--- src/cxs_pkg.sv ---
// constants, types and register map of the instruction execution slice
package cxs_pkg;
  localparam int CLK_NS    = 8;
  localparam int PAUSE_MS  = 40;
  localparam int PAUSE_CYC = PAUSE_MS * 1000000 / CLK_NS;
  localparam int CHARS     = 16;
  // opcodes, octal values written in hex
  localparam logic [5:0] OP_SKEQ  = 6'h04;
  localparam logic [5:0] OP_SKGE  = 6'h05;
  localparam logic [5:0] OP_SREQ  = 6'h06;
  localparam logic [5:0] OP_SRGE  = 6'h07;
  localparam logic [5:0] OP_STEP  = 6'h08;
  localparam logic [5:0] OP_INC   = 6'h0D;
  localparam logic [5:0] OP_LCHA  = 6'h12;
  localparam logic [5:0] OP_LCHQ  = 6'h13;
  localparam logic [5:0] OP_MUL   = 6'h28;
  localparam logic [5:0] OP_FMOVE = 6'h34;
  localparam logic [5:0] OP_DECJ  = 6'h38;
  localparam logic [5:0] OP_MOVE  = 6'h3A;
  localparam logic [5:0] OP_OUTC  = 6'h3D;
  localparam logic [5:0] OP_OUTW  = 6'h3E;
  localparam logic [5:0] OP_EXT   = 6'h3F;
  // variants of the 77 group
  localparam logic [2:0] X_STSN = 3'h0;
  localparam logic [2:0] X_IRSN = 3'h1;
  localparam logic [2:0] X_CLR  = 3'h2;
  localparam logic [2:0] X_ISTA = 3'h3;
  localparam logic [2:0] X_OSTA = 3'h4;
  localparam logic [2:0] X_LJA  = 3'h5;
  localparam logic [2:0] X_WAIT = 3'h6;
  localparam logic [2:0] X_PRIW = 3'h7;
  // variants of 64
  localparam logic [2:0] V_BF   = 3'h0;
  localparam logic [2:0] V_ZF   = 3'h1;
  localparam logic [2:0] V_ZS   = 3'h2;
  localparam logic [2:0] V_ZSDC = 3'h3;
  // processor condition codes
  localparam logic [1:0] BC_ZERO = 2'h0;
  localparam logic [1:0] BC_HI   = 2'h1;
  localparam logic [1:0] BC_LOW  = 2'h2;
  localparam logic [5:0] CH_BLANK = 6'h30;
  localparam logic [5:0] CH_ZERO  = 6'h00;
  // register word indices (byte address = 4 * index)
  localparam logic [5:0] R_INSTR  = 6'h00;
  localparam logic [5:0] R_OPND   = 6'h01;
  localparam logic [5:0] R_ACC    = 6'h02;
  localparam logic [5:0] R_AUX    = 6'h03;
  localparam logic [5:0] R_IDX1   = 6'h04;
  localparam logic [5:0] R_IDX2   = 6'h05;
  localparam logic [5:0] R_IDX3   = 6'h06;
  localparam logic [5:0] R_PC     = 6'h07;
  localparam logic [5:0] R_MEMW   = 6'h08;
  localparam logic [5:0] R_MODE   = 6'h09;
  localparam logic [5:0] R_STATUS = 6'h0A;
  localparam logic [5:0] R_LASTJ  = 6'h0B;
  localparam logic [5:0] R_CHR0   = 6'h10;
  localparam logic [1:0] RESP_OK  = 2'h0;
  localparam logic [1:0] RESP_ERR = 2'h2;
  localparam logic [23:0] RST_WORD = 24'h000000;
  typedef enum logic [2:0] {ST_IDLE, ST_EXEC, ST_SEARCH, ST_MOVE, ST_PAUSE} cxs_state_e;
  typedef struct packed {
    logic [7:0]  awaddr;
    logic        awvalid;
    logic [31:0] wdata;
    logic [3:0]  wstrb;
    logic        wvalid;
    logic        bready;
    logic [7:0]  araddr;
    logic        arvalid;
    logic        rready;
  } cxs_axi_req_s;
  typedef struct packed {
    logic        awready;
    logic        wready;
    logic [1:0]  bresp;
    logic        bvalid;
    logic        arready;
    logic [31:0] rdata;
    logic [1:0]  rresp;
    logic        rvalid;
  } cxs_axi_rsp_s;
endpackage : cxs_pkg

--- src/cxs_core.sv ---
// instruction execution slice with AXI4-Lite register access
//
// Chosen here: the AXI4-Lite interface to the registers and the register addresses.
`timescale 1ns/100ps
module cxs_core #(
  parameter int unsigned PAUSE_LIMIT_CYC = cxs_pkg::PAUSE_CYC
) (
  input  wire logic                  clk,
  input  wire logic                  rst_b,
  input  wire cxs_pkg::cxs_axi_req_s axi_req,
  output cxs_pkg::cxs_axi_rsp_s      axi_rsp,
  input  wire logic [11:0]           int_status,
  input  wire logic [11:0]           int_lines,
  input  wire logic [7:0]            chan_busy,
  input  wire logic [7:0]            chan_wide,
  output logic [23:0]                chan_data,
  output logic [2:0]                 chan_sel,
  output logic                       chan_strobe,
  output logic [7:0]                 chan_clear,
  output logic                       rtc_hold
);
  import cxs_pkg::*;

  function automatic logic [23:0] oc_add(input logic [23:0] a, input logic [23:0] b);
    logic [24:0] s;
    begin
      s = {1'b0, a} + {1'b0, b};
      oc_add = s[23:0] + {23'h000000, s[24]};
    end
  endfunction : oc_add

  function automatic logic [23:0] merge(input logic [23:0] o, input logic [31:0] d,
                                        input logic [3:0] st);
    begin
      merge = {st[2] ? d[23:16] : o[23:16], st[1] ? d[15:8] : o[15:8],
               st[0] ? d[7:0] : o[7:0]};
    end
  endfunction : merge

  cxs_state_e  state_reg;
  logic [23:0] instr_reg, opnd_reg, acc_reg, aux_reg, mem_reg, mode_reg;
  logic [14:0] idx_reg [3];
  logic [14:0] pc_reg, lastj_reg;
  logic        skip_reg, reject_reg, sup_reg, dlm_reg;
  logic [3:0]  mv_i_reg;
  logic [22:0] pcnt_reg;
  logic [5:0]  chr_reg [CHARS];
  logic        bvalid_reg, rvalid_reg;
  logic [1:0]  bresp_reg, rresp_reg;
  logic [31:0] rdata_reg;
  logic [23:0] chan_data_reg;
  logic [2:0]  chan_sel_reg;
  logic        chan_strobe_reg;
  logic [7:0]  chan_clear_reg;

  // bus decode
  wire         wr_go   = axi_req.awvalid & axi_req.wvalid & ~bvalid_reg;
  wire         rd_go   = axi_req.arvalid & ~rvalid_reg;
  wire  [5:0]  wa      = axi_req.awaddr[7:2];
  wire  [5:0]  ra      = axi_req.araddr[7:2];
  wire         idle    = (state_reg == ST_IDLE);
  wire         wr_chr  = wr_go & (wa[5:4] == R_CHR0[5:4]);
  wire         wr_map  = wr_chr | (wa <= R_MODE);
  wire         wr_ok   = wr_go & idle & axi_req.wstrb[0];
  wire  [31:0] wd      = axi_req.wdata;
  wire  [3:0]  ws      = axi_req.wstrb;

  // instruction fields
  wire  [5:0]  op      = instr_reg[5:0];
  wire  [2:0]  var3    = instr_reg[8:6];
  wire  [1:0]  bsel    = instr_reg[10:9];
  wire  [14:0] y       = opnd_reg[14:0];
  wire  [14:0] bx      = (bsel == 2'h0) ? 15'h0000 : idx_reg[bsel - 2'h1];
  wire  [14:0] pc_p1   = pc_reg + 15'h0001;
  wire  [14:0] pc_p2   = pc_reg + 15'h0002;
  wire  [1:0]  bp_cond = mode_reg[7:6];
  wire  [11:0] int_msk = mode_reg[19:8];

  // sense and compare terms
  wire         st_hit  = |(int_status & y[11:0]);
  wire         it_hit  = |(int_lines & int_msk);
  wire         bz_hit  = |(chan_busy & y[7:0]);
  wire  [23:0] y_ext   = var3[0] ? {{9{y[14]}}, y} : {9'h000, y};
  wire         eq_skip = var3[0] ? (y == aux_reg[14:0])
                                 : ((bsel != 2'h0) ? (y == bx) : (y == 15'h0000));
  wire         ge_skip = (bsel != 2'h0) ? (bx >= y) : (y == 15'h0000);
  wire         dj_hit  = (var3 == 3'h0) ? (bp_cond == BC_HI)
                       : (var3 == 3'h1) ? (bp_cond == BC_LOW) : (bp_cond == BC_ZERO);

  // search terms
  wire         srch2   = (op == OP_SRGE);
  wire  [14:0] s_idx   = srch2 ? idx_reg[1] : idx_reg[0];
  wire  [14:0] s_nxt   = s_idx - y;
  wire  [23:0] s_msk   = aux_reg & mem_reg;
  wire         s_hit   = srch2 ? (acc_reg >= s_msk) : (acc_reg == s_msk);

  // multiply in sign-magnitude, then complement for a negative product
  wire         m_neg   = acc_reg[23] ^ mem_reg[23];
  wire  [22:0] m_a     = acc_reg[23] ? ~acc_reg[22:0] : acc_reg[22:0];
  wire  [22:0] m_m     = mem_reg[23] ? ~mem_reg[22:0] : mem_reg[22:0];
  wire  [47:0] m_mag   = {2'h0, 46'(m_a) * 46'(m_m)};
  wire  [47:0] m_qa    = m_neg ? ~m_mag : m_mag;

  // character move terms
  wire  [3:0]  mv_src  = opnd_reg[3:0] + mv_i_reg;
  wire  [3:0]  mv_dst  = opnd_reg[7:4] + mv_i_reg;
  wire  [3:0]  mv_slen = opnd_reg[11:8];
  wire  [3:0]  mv_len  = (op == OP_MOVE) ? mv_slen : opnd_reg[15:12];
  wire  [5:0]  src_c   = chr_reg[mv_src];
  wire         dlm_now = (op == OP_FMOVE) && (var3 == V_ZSDC) && (src_c == opnd_reg[21:16]);
  wire         src_end = (mv_i_reg >= mv_slen) | dlm_reg | dlm_now;
  wire  [5:0]  fill_c  = (var3 == V_ZF) ? CH_ZERO : CH_BLANK;
  wire         zs_mode = (op == OP_FMOVE) && ((var3 == V_ZS) || (var3 == V_ZSDC));
  wire         zs_now  = zs_mode & sup_reg & (src_c == CH_ZERO);
  wire  [5:0]  mv_char = src_end ? fill_c : (zs_now ? CH_BLANK : src_c);
  wire         mv_last = (mv_i_reg == mv_len - 4'h1);
  wire         mv_we   = (state_reg == ST_MOVE);
  wire         chr_we  = mv_we | (wr_ok & wr_chr);
  wire  [3:0]  chr_wa  = mv_we ? mv_dst : wa[3:0];
  wire  [5:0]  chr_wd  = mv_we ? mv_char : wd[5:0];

  wire         pz_time = (pcnt_reg >= 23'(PAUSE_LIMIT_CYC));

  // character store: one flip-flop word per entry
  for (genvar g = 0; g < CHARS; g++) begin : g_chr
    always_ff @(posedge clk or negedge rst_b) begin
      if (!rst_b) begin
        chr_reg[g] <= 6'h00;
      end else if (chr_we && (chr_wa == 4'(g))) begin
        chr_reg[g] <= chr_wd;
      end
    end
  end

  // read mux
  logic [23:0] rd_word;
  logic        rd_bad;
  always_comb begin
    rd_bad  = 1'b0;
    rd_word = 24'h000000;
    if (ra[5:4] == R_CHR0[5:4]) begin
      rd_word = {18'h00000, chr_reg[ra[3:0]]};
    end else begin
      case (ra)
        R_INSTR:  rd_word = instr_reg;
        R_OPND:   rd_word = opnd_reg;
        R_ACC:    rd_word = acc_reg;
        R_AUX:    rd_word = aux_reg;
        R_IDX1:   rd_word = {9'h000, idx_reg[0]};
        R_IDX2:   rd_word = {9'h000, idx_reg[1]};
        R_IDX3:   rd_word = {9'h000, idx_reg[2]};
        R_PC:     rd_word = {9'h000, pc_reg};
        R_MEMW:   rd_word = mem_reg;
        R_MODE:   rd_word = mode_reg;
        R_STATUS: rd_word = {21'h000000, reject_reg, skip_reg, ~idle};
        R_LASTJ:  rd_word = {9'h000, lastj_reg};
        default:  rd_bad  = 1'b1;
      endcase
    end
  end

  // bus slave channels
  always_ff @(posedge clk or negedge rst_b) begin
    if (!rst_b) begin
      bvalid_reg <= 1'b0;
      bresp_reg  <= RESP_OK;
      rvalid_reg <= 1'b0;
      rresp_reg  <= RESP_OK;
      rdata_reg  <= 32'h00000000;
    end else begin
      if (wr_go) begin
        bvalid_reg <= 1'b1;
        bresp_reg  <= wr_map ? RESP_OK : RESP_ERR;
      end else if (axi_req.bready) begin
        bvalid_reg <= 1'b0;
      end
      if (rd_go) begin
        rvalid_reg <= 1'b1;
        rresp_reg  <= rd_bad ? RESP_ERR : RESP_OK;
        rdata_reg  <= {8'h00, rd_word};
      end else if (axi_req.rready) begin
        rvalid_reg <= 1'b0;
      end
    end
  end

  // execution engine; bus writes to core state land only while idle
  always_ff @(posedge clk or negedge rst_b) begin
    if (!rst_b) begin
      state_reg       <= ST_IDLE;
      instr_reg       <= RST_WORD;
      opnd_reg        <= RST_WORD;
      acc_reg         <= RST_WORD;
      aux_reg         <= RST_WORD;
      mem_reg         <= RST_WORD;
      mode_reg        <= RST_WORD;
      idx_reg         <= '{15'h0000, 15'h0000, 15'h0000};
      pc_reg          <= 15'h0000;
      lastj_reg       <= 15'h0000;
      skip_reg        <= 1'b0;
      reject_reg      <= 1'b0;
      sup_reg         <= 1'b0;
      dlm_reg         <= 1'b0;
      mv_i_reg        <= 4'h0;
      pcnt_reg        <= 23'h000000;
      chan_data_reg   <= RST_WORD;
      chan_sel_reg    <= 3'h0;
      chan_strobe_reg <= 1'b0;
      chan_clear_reg  <= 8'h00;
    end else begin
      chan_strobe_reg <= 1'b0;
      chan_clear_reg  <= 8'h00;
      case (state_reg)
        ST_IDLE: begin
          if (wr_ok) begin
            case (wa)
              R_INSTR: begin
                instr_reg <= wd[23:0];
                state_reg <= ST_EXEC;
              end
              R_OPND:  opnd_reg  <= merge(opnd_reg, wd, ws);
              R_ACC:   acc_reg   <= merge(acc_reg, wd, ws);
              R_AUX:   aux_reg   <= merge(aux_reg, wd, ws);
              R_IDX1:  idx_reg[0] <= wd[14:0];
              R_IDX2:  idx_reg[1] <= wd[14:0];
              R_IDX3:  idx_reg[2] <= wd[14:0];
              R_PC:    pc_reg    <= wd[14:0];
              R_MEMW:  mem_reg   <= merge(mem_reg, wd, ws);
              R_MODE:  mode_reg  <= merge(mode_reg, wd, ws);
              default: ;
            endcase
          end
        end
        ST_EXEC: begin
          state_reg  <= ST_IDLE;
          skip_reg   <= 1'b0;
          reject_reg <= 1'b0;
          pc_reg     <= pc_p1;
          case (op)
            OP_INC: aux_reg <= oc_add(aux_reg, y_ext);
            OP_SKEQ: begin
              skip_reg <= eq_skip;
              pc_reg   <= eq_skip ? pc_p2 : pc_p1;
            end
            OP_SKGE: begin
              skip_reg <= ge_skip;
              pc_reg   <= ge_skip ? pc_p2 : pc_p1;
            end
            OP_STEP: begin
              if (bsel != 2'h0) begin
                if (bx == y) begin
                  idx_reg[bsel - 2'h1] <= 15'h0000;
                  skip_reg             <= 1'b1;
                  pc_reg               <= pc_p2;
                end else begin
                  idx_reg[bsel - 2'h1] <= var3[0] ? bx + 15'h0001 : bx - 15'h0001;
                end
              end
            end
            OP_SREQ, OP_SRGE: begin
              pc_reg    <= pc_reg;
              state_reg <= ST_SEARCH;
            end
            OP_LCHA: acc_reg <= {18'h00000, chr_reg[y[3:0]]};
            OP_LCHQ: aux_reg <= {18'h00000, chr_reg[y[3:0]]};
            OP_MUL: begin
              acc_reg <= m_qa[23:0];
              aux_reg <= m_qa[47:24];
            end
            OP_MOVE, OP_FMOVE: begin
              mv_i_reg <= 4'h0;
              sup_reg  <= 1'b1;
              dlm_reg  <= 1'b0;
              if (mv_len != 4'h0) begin
                pc_reg    <= pc_reg;
                state_reg <= ST_MOVE;
              end
            end
            OP_DECJ: begin
              if (dj_hit) begin
                pc_reg    <= y;
                lastj_reg <= y;
              end
            end
            OP_OUTC: begin
              chan_data_reg   <= {18'h00000, acc_reg[5:0]};
              chan_sel_reg    <= y[2:0];
              chan_strobe_reg <= 1'b1;
            end
            OP_OUTW: begin
              chan_data_reg   <= chan_wide[y[2:0]] ? acc_reg : {12'h000, acc_reg[11:0]};
              chan_sel_reg    <= y[2:0];
              chan_strobe_reg <= 1'b1;
            end
            OP_EXT: begin
              case (var3)
                X_STSN: begin
                  skip_reg <= ~st_hit;
                  pc_reg   <= st_hit ? pc_p1 : pc_p2;
                end
                X_IRSN: begin
                  skip_reg <= ~it_hit;
                  pc_reg   <= it_hit ? pc_p1 : pc_p2;
                end
                X_CLR: begin
                  chan_clear_reg <= y[8] ? 8'hFF : y[7:0];
                  if (y[11]) begin
                    mv_i_reg <= 4'h0;
                    sup_reg  <= 1'b0;
                    dlm_reg  <= 1'b0;
                  end
                end
                X_ISTA: acc_reg <= {21'h000000, mode_reg[2:0]};
                X_OSTA: acc_reg <= {21'h000000, mode_reg[5:3]};
                X_LJA:  acc_reg <= {9'h000, lastj_reg};
                X_WAIT, X_PRIW: begin
                  pcnt_reg <= 23'h000000;
                  if (bz_hit) begin
                    pc_reg    <= pc_reg;
                    state_reg <= ST_PAUSE;
                  end else begin
                    skip_reg <= 1'b1;
                    pc_reg   <= pc_p2;
                  end
                end
                default: ;
              endcase
            end
            default: ;
          endcase
        end
        ST_SEARCH: begin
          if (srch2) idx_reg[1] <= s_nxt;
          else       idx_reg[0] <= s_nxt;
          if (s_nxt[14]) begin
            state_reg <= ST_IDLE;
            pc_reg    <= pc_p1;
          end else if (s_hit) begin
            state_reg <= ST_IDLE;
            skip_reg  <= 1'b1;
            pc_reg    <= pc_p2;
          end
        end
        ST_MOVE: begin
          mv_i_reg <= mv_i_reg + 4'h1;
          if (dlm_now) dlm_reg <= 1'b1;
          if (!src_end && (src_c != CH_ZERO)) sup_reg <= 1'b0;
          if (mv_last) begin
            state_reg <= ST_IDLE;
            pc_reg    <= pc_p1;
          end
        end
        ST_PAUSE: begin
          pcnt_reg <= pcnt_reg + 23'h000001;
          if (!bz_hit) begin
            state_reg <= ST_IDLE;
            skip_reg  <= 1'b1;
            pc_reg    <= pc_p2;
          end else if (pz_time) begin
            state_reg  <= ST_IDLE;
            reject_reg <= 1'b1;
            pc_reg     <= pc_p1;
          end
        end
        default: state_reg <= ST_IDLE;
      endcase
    end
  end

  // real-time clock is frozen only by the priority flavour
  assign rtc_hold = (state_reg == ST_PAUSE) && (var3 == X_PRIW);

  assign axi_rsp.awready = wr_go;
  assign axi_rsp.wready  = wr_go;
  assign axi_rsp.bvalid  = bvalid_reg;
  assign axi_rsp.bresp   = bresp_reg;
  assign axi_rsp.arready = rd_go;
  assign axi_rsp.rvalid  = rvalid_reg;
  assign axi_rsp.rresp   = rresp_reg;
  assign axi_rsp.rdata   = rdata_reg;
  assign chan_data       = chan_data_reg;
  assign chan_sel        = chan_sel_reg;
  assign chan_strobe     = chan_strobe_reg;
  assign chan_clear      = chan_clear_reg;
endmodule : cxs_core

--- config.mk ---
export PLATFORM = sky130hd
export DESIGN_NAME = cxs_core
export DESIGN_NICKNAME = d
export VERILOG_FILES = /design/src/cxs_pkg.sv /design/src/cxs_core.sv
export SDC_FILE = /design/constraint.sdc
export NUM_CORES = 2
export LEC_CHECK = 0
export ABC_AREA = 1
export BUFFER_PORTS_ARGS = -buffer_cell sky130_fd_sc_hd__buf_2
export CORE_ASPECT_RATIO = 0.8
export CORE_MARGIN = 2
export CORE_UTILIZATION = 65
export DETAILED_ROUTE_END_ITERATION = 12
export HOLD_SLACK_MARGIN = 0.06
export PLACE_DENSITY = 0.83
export SYNTH_ARGS = -nofsm -noshare
export SYNTH_HDL_FRONTEND = slang
export SYNTH_SLANG_ARGS = --single-unit
--- constraint.sdc ---
create_clock -name clk -period 9.7 [get_ports clk]
set_input_delay 1.94 -clock clk [delete_from_list [all_inputs] [get_ports clk]]
set_output_delay 1.94 -clock clk [all_outputs]
set_load 0.01 [all_outputs]
-- Word level (Yosys, flattened, before mapping)
Cells that the tools add are included.
- flip-flop bits (word level): 415
- reductions and logical operators: 83
- equal/unequal tests: 107
- multiply operators: 1
- muxes and demuxes: 135
- bitwise gates (word level): 32
- order comparisons: 11
- add/subtract/negate cells: 13
- operators by type and width (operator ; number):
    15-bit two-way mux ; 27
    24-bit one-hot mux with 12 select lines ; 1
    24-bit one-hot mux with 3 select lines ; 3
    45-bit two-way mux ; 4
    24-bit two-way mux ; 7
    24-bit one-hot mux with 2 select lines ; 3
    15-bit one-hot mux with 7 select lines ; 1
    23-bit two-way mux ; 4
    30-bit one-hot mux with 3 select lines ; 1
    15-bit one-hot mux with 5 select lines ; 1
    6-bit binary-select mux with 4-bit select ; 3
    6-bit by 3-bit == test with 1-bit output (second input constant) ; 12
    6-bit two-way mux ; 10
    8-bit two-way mux ; 7
    6-bit by 4-bit == test with 1-bit output (second input constant) ; 8
    48-bit two-way mux ; 1
    46-bit NOT with 48-bit output ; 1
    23-bit by 23-bit multiplier with 46-bit output ; 1
    23-bit NOT ; 2
    23-bit one-hot mux with 2 select lines ; 1
    45-bit AND ; 1
    45-bit bitwise mux ; 1
    15-bit == test ; 3
    45-bit NOT ; 1
    89 further kinds ; 278

-- Depth between registers and ports, before layout
- depth in word-level cells: 13
- depth in mapped cells: 39
- mapped depth without buffers: 35

-- Least setup slack after synthesis
Ideal clock, no wire load.
- path kind: register to register
- start point: register acc_reg[23]
- end point: register aux_reg[8]
- arrival time: 7222 ps
- buffers on the path: 4
- stages on the path, launching flop included: 32
- clock period less this slack: 7342 ps
- path slack: 2358 ps
- cell sequence: dfrtp_1 -> buf_2 -> buf_1 -> buf_2 -> xnor2_1 -> inv_1 -> clkbuf_1 -> nand2_1 -> fa_1 -> fa_1 -> fa_1 -> inv_1 -> fa_1 -> inv_1 -> fa_1 -> inv_1 -> fa_1 -> inv_1 -> fa_1 -> inv_1 -> ha_1 -> a21o_1 -> o21bai_1 -> o21ai_0 -> nand2_1 -> a21oi_1 -> o21bai_1 -> or2_2 -> nand3_1 -> nand4_1 -> o21ai_0 -> inv_1
- longest elaborated chain between the ends: 6
- RTL lines (element ; line ; source):
    from (decl) ; cxs_core.sv:41 ; logic [23:0] instr_reg, opnd_reg, acc_reg, aux_reg, mem_reg, mode_reg;
    from (signal assigned) ; cxs_core.sv:222 ; R_ACC: acc_reg <= merge(acc_reg, wd, ws);
    from (signal assigned) ; cxs_core.sv:264 ; OP_LCHA: acc_reg <= {18'h00000, chr_reg[y[3:0]]};
    from (signal assigned) ; cxs_core.sv:267 ; acc_reg <= m_qa[23:0];
    23-bit two-way mux ; cxs_core.sv:99 ; wire [22:0] m_a = acc_reg[23] ? ~acc_reg[22:0] : acc_reg[22:0];
    23-bit by 23-bit multiplier with 46-bit output ; cxs_core.sv:101 ; wire [47:0] m_mag = {2'h0, 46'(m_a) * 46'(m_m)};
    46-bit NOT with 48-bit output ; cxs_core.sv:102 ; wire [47:0] m_qa = m_neg ? ~m_mag : m_mag;
    48-bit two-way mux (*) ; cxs_core.sv:102 ;
    24-bit one-hot mux with 3 select lines (*) ; cxs_core.sv:239 ; case (op)
    24-bit one-hot mux with 2 select lines (*) ; cxs_core.sv:213 ; case (state_reg)
    to (signal assigned) ; cxs_core.sv:223 ; R_AUX: aux_reg <= merge(aux_reg, wd, ws);
    to (signal assigned) ; cxs_core.sv:240 ; OP_INC: aux_reg <= oc_add(aux_reg, y_ext);
    to (signal assigned) ; cxs_core.sv:265 ; OP_LCHQ: aux_reg <= {18'h00000, chr_reg[y[3:0]]};
    to (decl) ; cxs_core.sv:41 ;
Every way passes the cells marked *; elsewhere a longest branch is shown, timed or not.
A chain may end at the register's enable or synchronous reset.

-- Worst setup path in the final report
- start point: register mem_reg[23]
- end point: register aux_reg[15]
- longest elaborated chain between the ends: 6
- RTL lines (element ; line ; source):
    from (decl) ; cxs_core.sv:41 ;
    from (signal assigned) ; cxs_core.sv:228 ; R_MEMW: mem_reg <= merge(mem_reg, wd, ws);
    23-bit two-way mux ; cxs_core.sv:100 ; wire [22:0] m_m = mem_reg[23] ? ~mem_reg[22:0] : mem_reg[22:0];
    23-bit by 23-bit multiplier with 46-bit output ; cxs_core.sv:101 ;
    46-bit NOT with 48-bit output ; cxs_core.sv:102 ;
    48-bit two-way mux (*) ; cxs_core.sv:102 ;
    24-bit one-hot mux with 3 select lines (*) ; cxs_core.sv:239 ;
    24-bit one-hot mux with 2 select lines (*) ; cxs_core.sv:213 ;
Marked as above.

==> results.md <==
* Status: complete, no violations
* Post-CTS Hold Fix Bufs at 0
* Number of fill cells in the layout at 6,236
* Hpwl dp at 148,000 µm
* Post-CTS setup buffers at 0
* Crit share post-route at 89.9%
* Commonest non-fill, non-tap cells in the layout: 1,723 x nand2_1, 1,116 x inv_1, 652 x nor2_1, 502 x o21ai_0, 443 x fa_1
* Post-Place Setup Slack at 1.34 ns
* Total GRT Usage at 50.2%
* CP top delay family: adder cells
* Number of global-route vias before repair at 48.2k
* Synthesized area at 48,500 µm²
* Clock power frac at 24.1%
* Clock root buffer: clkbuf_16
* I/O Pins at 177
* Critical path class: reg2reg
* Worst Setup SP: mem_reg[23]
* Synth Area per Inst at 7.15 µm²
* WL final at 193,000 µm
* Internal power at 4.30 mW
* Routability cong. at 1.06
* DR iter-0 viols at 6,705
* Initial antenna violation count at 7
* Die height at 248 µm
* Final instance area at 52,100 µm²
* Synth Warn # at 0
* Setup TNS Final at 0 ns
* RSZ-0062 raised after global routing: no
* Slowest CP cell: dfrtp_1
* Worst Path Buf+Inv at 8
* First-pass GRT wire length at 288,000 µm
* Std cell rows at 89
* Worst Path Arrival at 9.23 ns
* Commonest register cell after synthesis: dfrtp_1
* Achievable Freq at 115 MHz
* CTS Sinks at 413
* Initial Util at 65.7%
* Nets at 7,671
* HP Start: rdata_reg[23]
* Worst Clk Skew at 0.0189 ns
* Hold Crit Class: reg2reg
* Reg clk slew, reported paths at 0.06 ns
* Final Non-Filler Cells at 7,887
* DRC at 0
* Part of the power in registers at 27.3%
* Antenna viol nets, final at 0
* Die X at 309 µm
* Required time worst endpoint at 10.21 ns
* Largest register FFs at 96
* Critical Path Start Type: flop
* Total power at 8.35 mW
* CP endpoint kind: flop
* Final WS setup at 0.981 ns
* Fin util at 70.5%
* Layout cells sized above 1 at 6.45%
* Combinational Power Share at 48.6%
* Num CTS Buffers at 47
* Net switching power at 4.05 mW
* Start of the worst register-to-register path: mem_reg[23]
* Pins over their slew limit at 0
* Placed cells at 7,794
* Pwr/cell area at 160 nW/µm²
* Deepest clock path buffer count at 3
* Core area at 73,800 µm²
* Max-cap check violation count at 0
* VDD IR max at 161 µV
* Register bit total from synthesis at 413
* Critical path's largest stage delay at 1.11 ns
* H-tree levels at 2
* Worst-Skew Late Latency at 0.63 ns
* Setup-failing EPs final at 0
* CTS tree: yes
* Leakage at 25.7 nW
* Vias at 50.1k
* Vias per cell at 6.35
* CP most frequent cell: fa_1
* Netlist cell types at 71
* Final Critical Period at 8.72 ns
* Largest net degree at the start of global routing at 164
* Global route overflow at 0
* Ys async rst share at 100%
* Placed inst area at 50,300 µm²
* Sw Ratio at 48.5%
* Post-synth EDFFs at 0
* Crit path max fanout at 16
* Slew @ Worst Pin at 1.26 ns
* Port Buffers at 153
* Commonest non-fill, non-tap cell in the layout: nand2_1
* Post-CTS Resized at 0
* Rel. slew slack at 16.0%
* Hold Vio Cnt, Final at 0
* Syn Inst Count at 6,783
* Area Growth Syn to Fin at 7.34%
* Final hold slack at 0.474 ns
* Routed WL per cell at 24.5 µm
* Die ar. at 76,800 µm²
* Pre-antenna DRT Iters at 9
* Post-synthesis sequential area ratio at 21.3%
==> worst register-to-register path, stage by stage (launching register included) <==
cell and delay, ns:
dfrtp_1 1.11, buf_4 0.43, xnor2_1 0.16, buf_4 0.31, clkinv_1 0.42, nand2_1 0.19
fa_1 0.42, inv_1 0.07, fa_1 0.45, fa_1 0.55, fa_1 0.54, fa_1 0.55
fa_1 0.56, inv_1 0.06, fa_1 0.53, inv_1 0.05, ha_1 0.36, nand2_1 0.11
nor2_1 0.13, inv_1 0.10, nor3_1 0.49, nand4_1 0.32, nand3_1 0.19, a21oi_1 0.07
o21ai_0 0.16, nand3_1 0.11, o21ai_0 0.09, inv_1 0.05
==> cell usage after synthesis, types with 17 or more instances <==
cell type,n,area (µm²)
nor2_1,658,2470
nor3_1,50,250
fa_1,443,8870
inv_1,1116,4190
xor2_1,68,596
nand3_1,261,1310
o21ai_0,503,2520
or2_2,19,119
dfrtp_1,413,10300
a22oi_1,67,503
buf_4,20,150
xnor2_1,103,902
nand4_1,75,469
clkinv_1,19,71.3
nand2_1,1725,6470
buf_2,25,125
ha_1,287,3590
a31oi_1,28,175
clkbuf_1,192,721
o221ai_1,17,149
o211ai_1,51,383
o22ai_1,67,419
a21oi_1,293,1470
a221oi_1,44,385
==> worst paths after layout <==
kind | end | slack (ns) | cells after the start
max | aux_reg[15] | 0.98 | 27
min | rdata_reg[23] | 0.47 | 1
max reg2reg | aux_reg[15] | 0.98 | 27
min reg2reg | rdata_reg[23] | 0.47 | 1
max in group asynchronous | mode_reg[11] | 6.85 | 2
min in group asynchronous | chr_reg[13] | 1.31 | 1
==> metal layers <==
metal  vias up  share of wire [%]  global-route usage, %
li1      21700                  -                      -
met1     23600                 35                   62.1
met2      3826                 41                   73.3
met3      1012                 15                   17.2
met4         6                8.9                   36.5
met5         -              0.021                      0
==> final cells by class <==
type | instances | area [µm²] | share of cell area [%]
multi-input cells | 4977 | 32800 | 63.1
flip-flops and latches | 413 | 10300 | 19.9
inverters | 1147 | 4310 | 8.27
repair buffers | 256 | 1590 | 3.05
clock buffers | 61 | 1340 | 2.57
well taps | 1001 | 1250 | 2.41
clock inverters | 26 | 378 | 0.726
diodes | 6 | 15.0 | 0.0288
==> logic make-up (layout without fill, tap and decap cells) <==
family / count (synthesis) / in the layout / synth area share (%)
AOI/OAI and AO/OA: 1199 / 1199 / 14.5
other: 1 / 16 / 0.00773
buffers and inverters: 1402 / 1490 / 11.2
DFF: 413 / 413 / 21.3
adders and majority gates: 730 / 730 / 25.7
and+or+nand+nor: 2865 / 2865 / 24.2
xor gates and xnor gates: 173 / 173 / 3.16
==> power by group through the flow <==
stage | logic [mW] | clock network (mW) | registers (mW)
after floorplan | 2.47 | 0 | 2.11
after global placement | 3.76 | 0 | 2.27
after detailed placement | 3.82 | 0 | 2.27
after CTS | 3.85 | 2.00 | 2.25
after global routing | 4.32 | 2.07 | 2.28
final | 4.06 | 2.01 | 2.28
No activity file was read; power rests on OpenSTA's default activity.
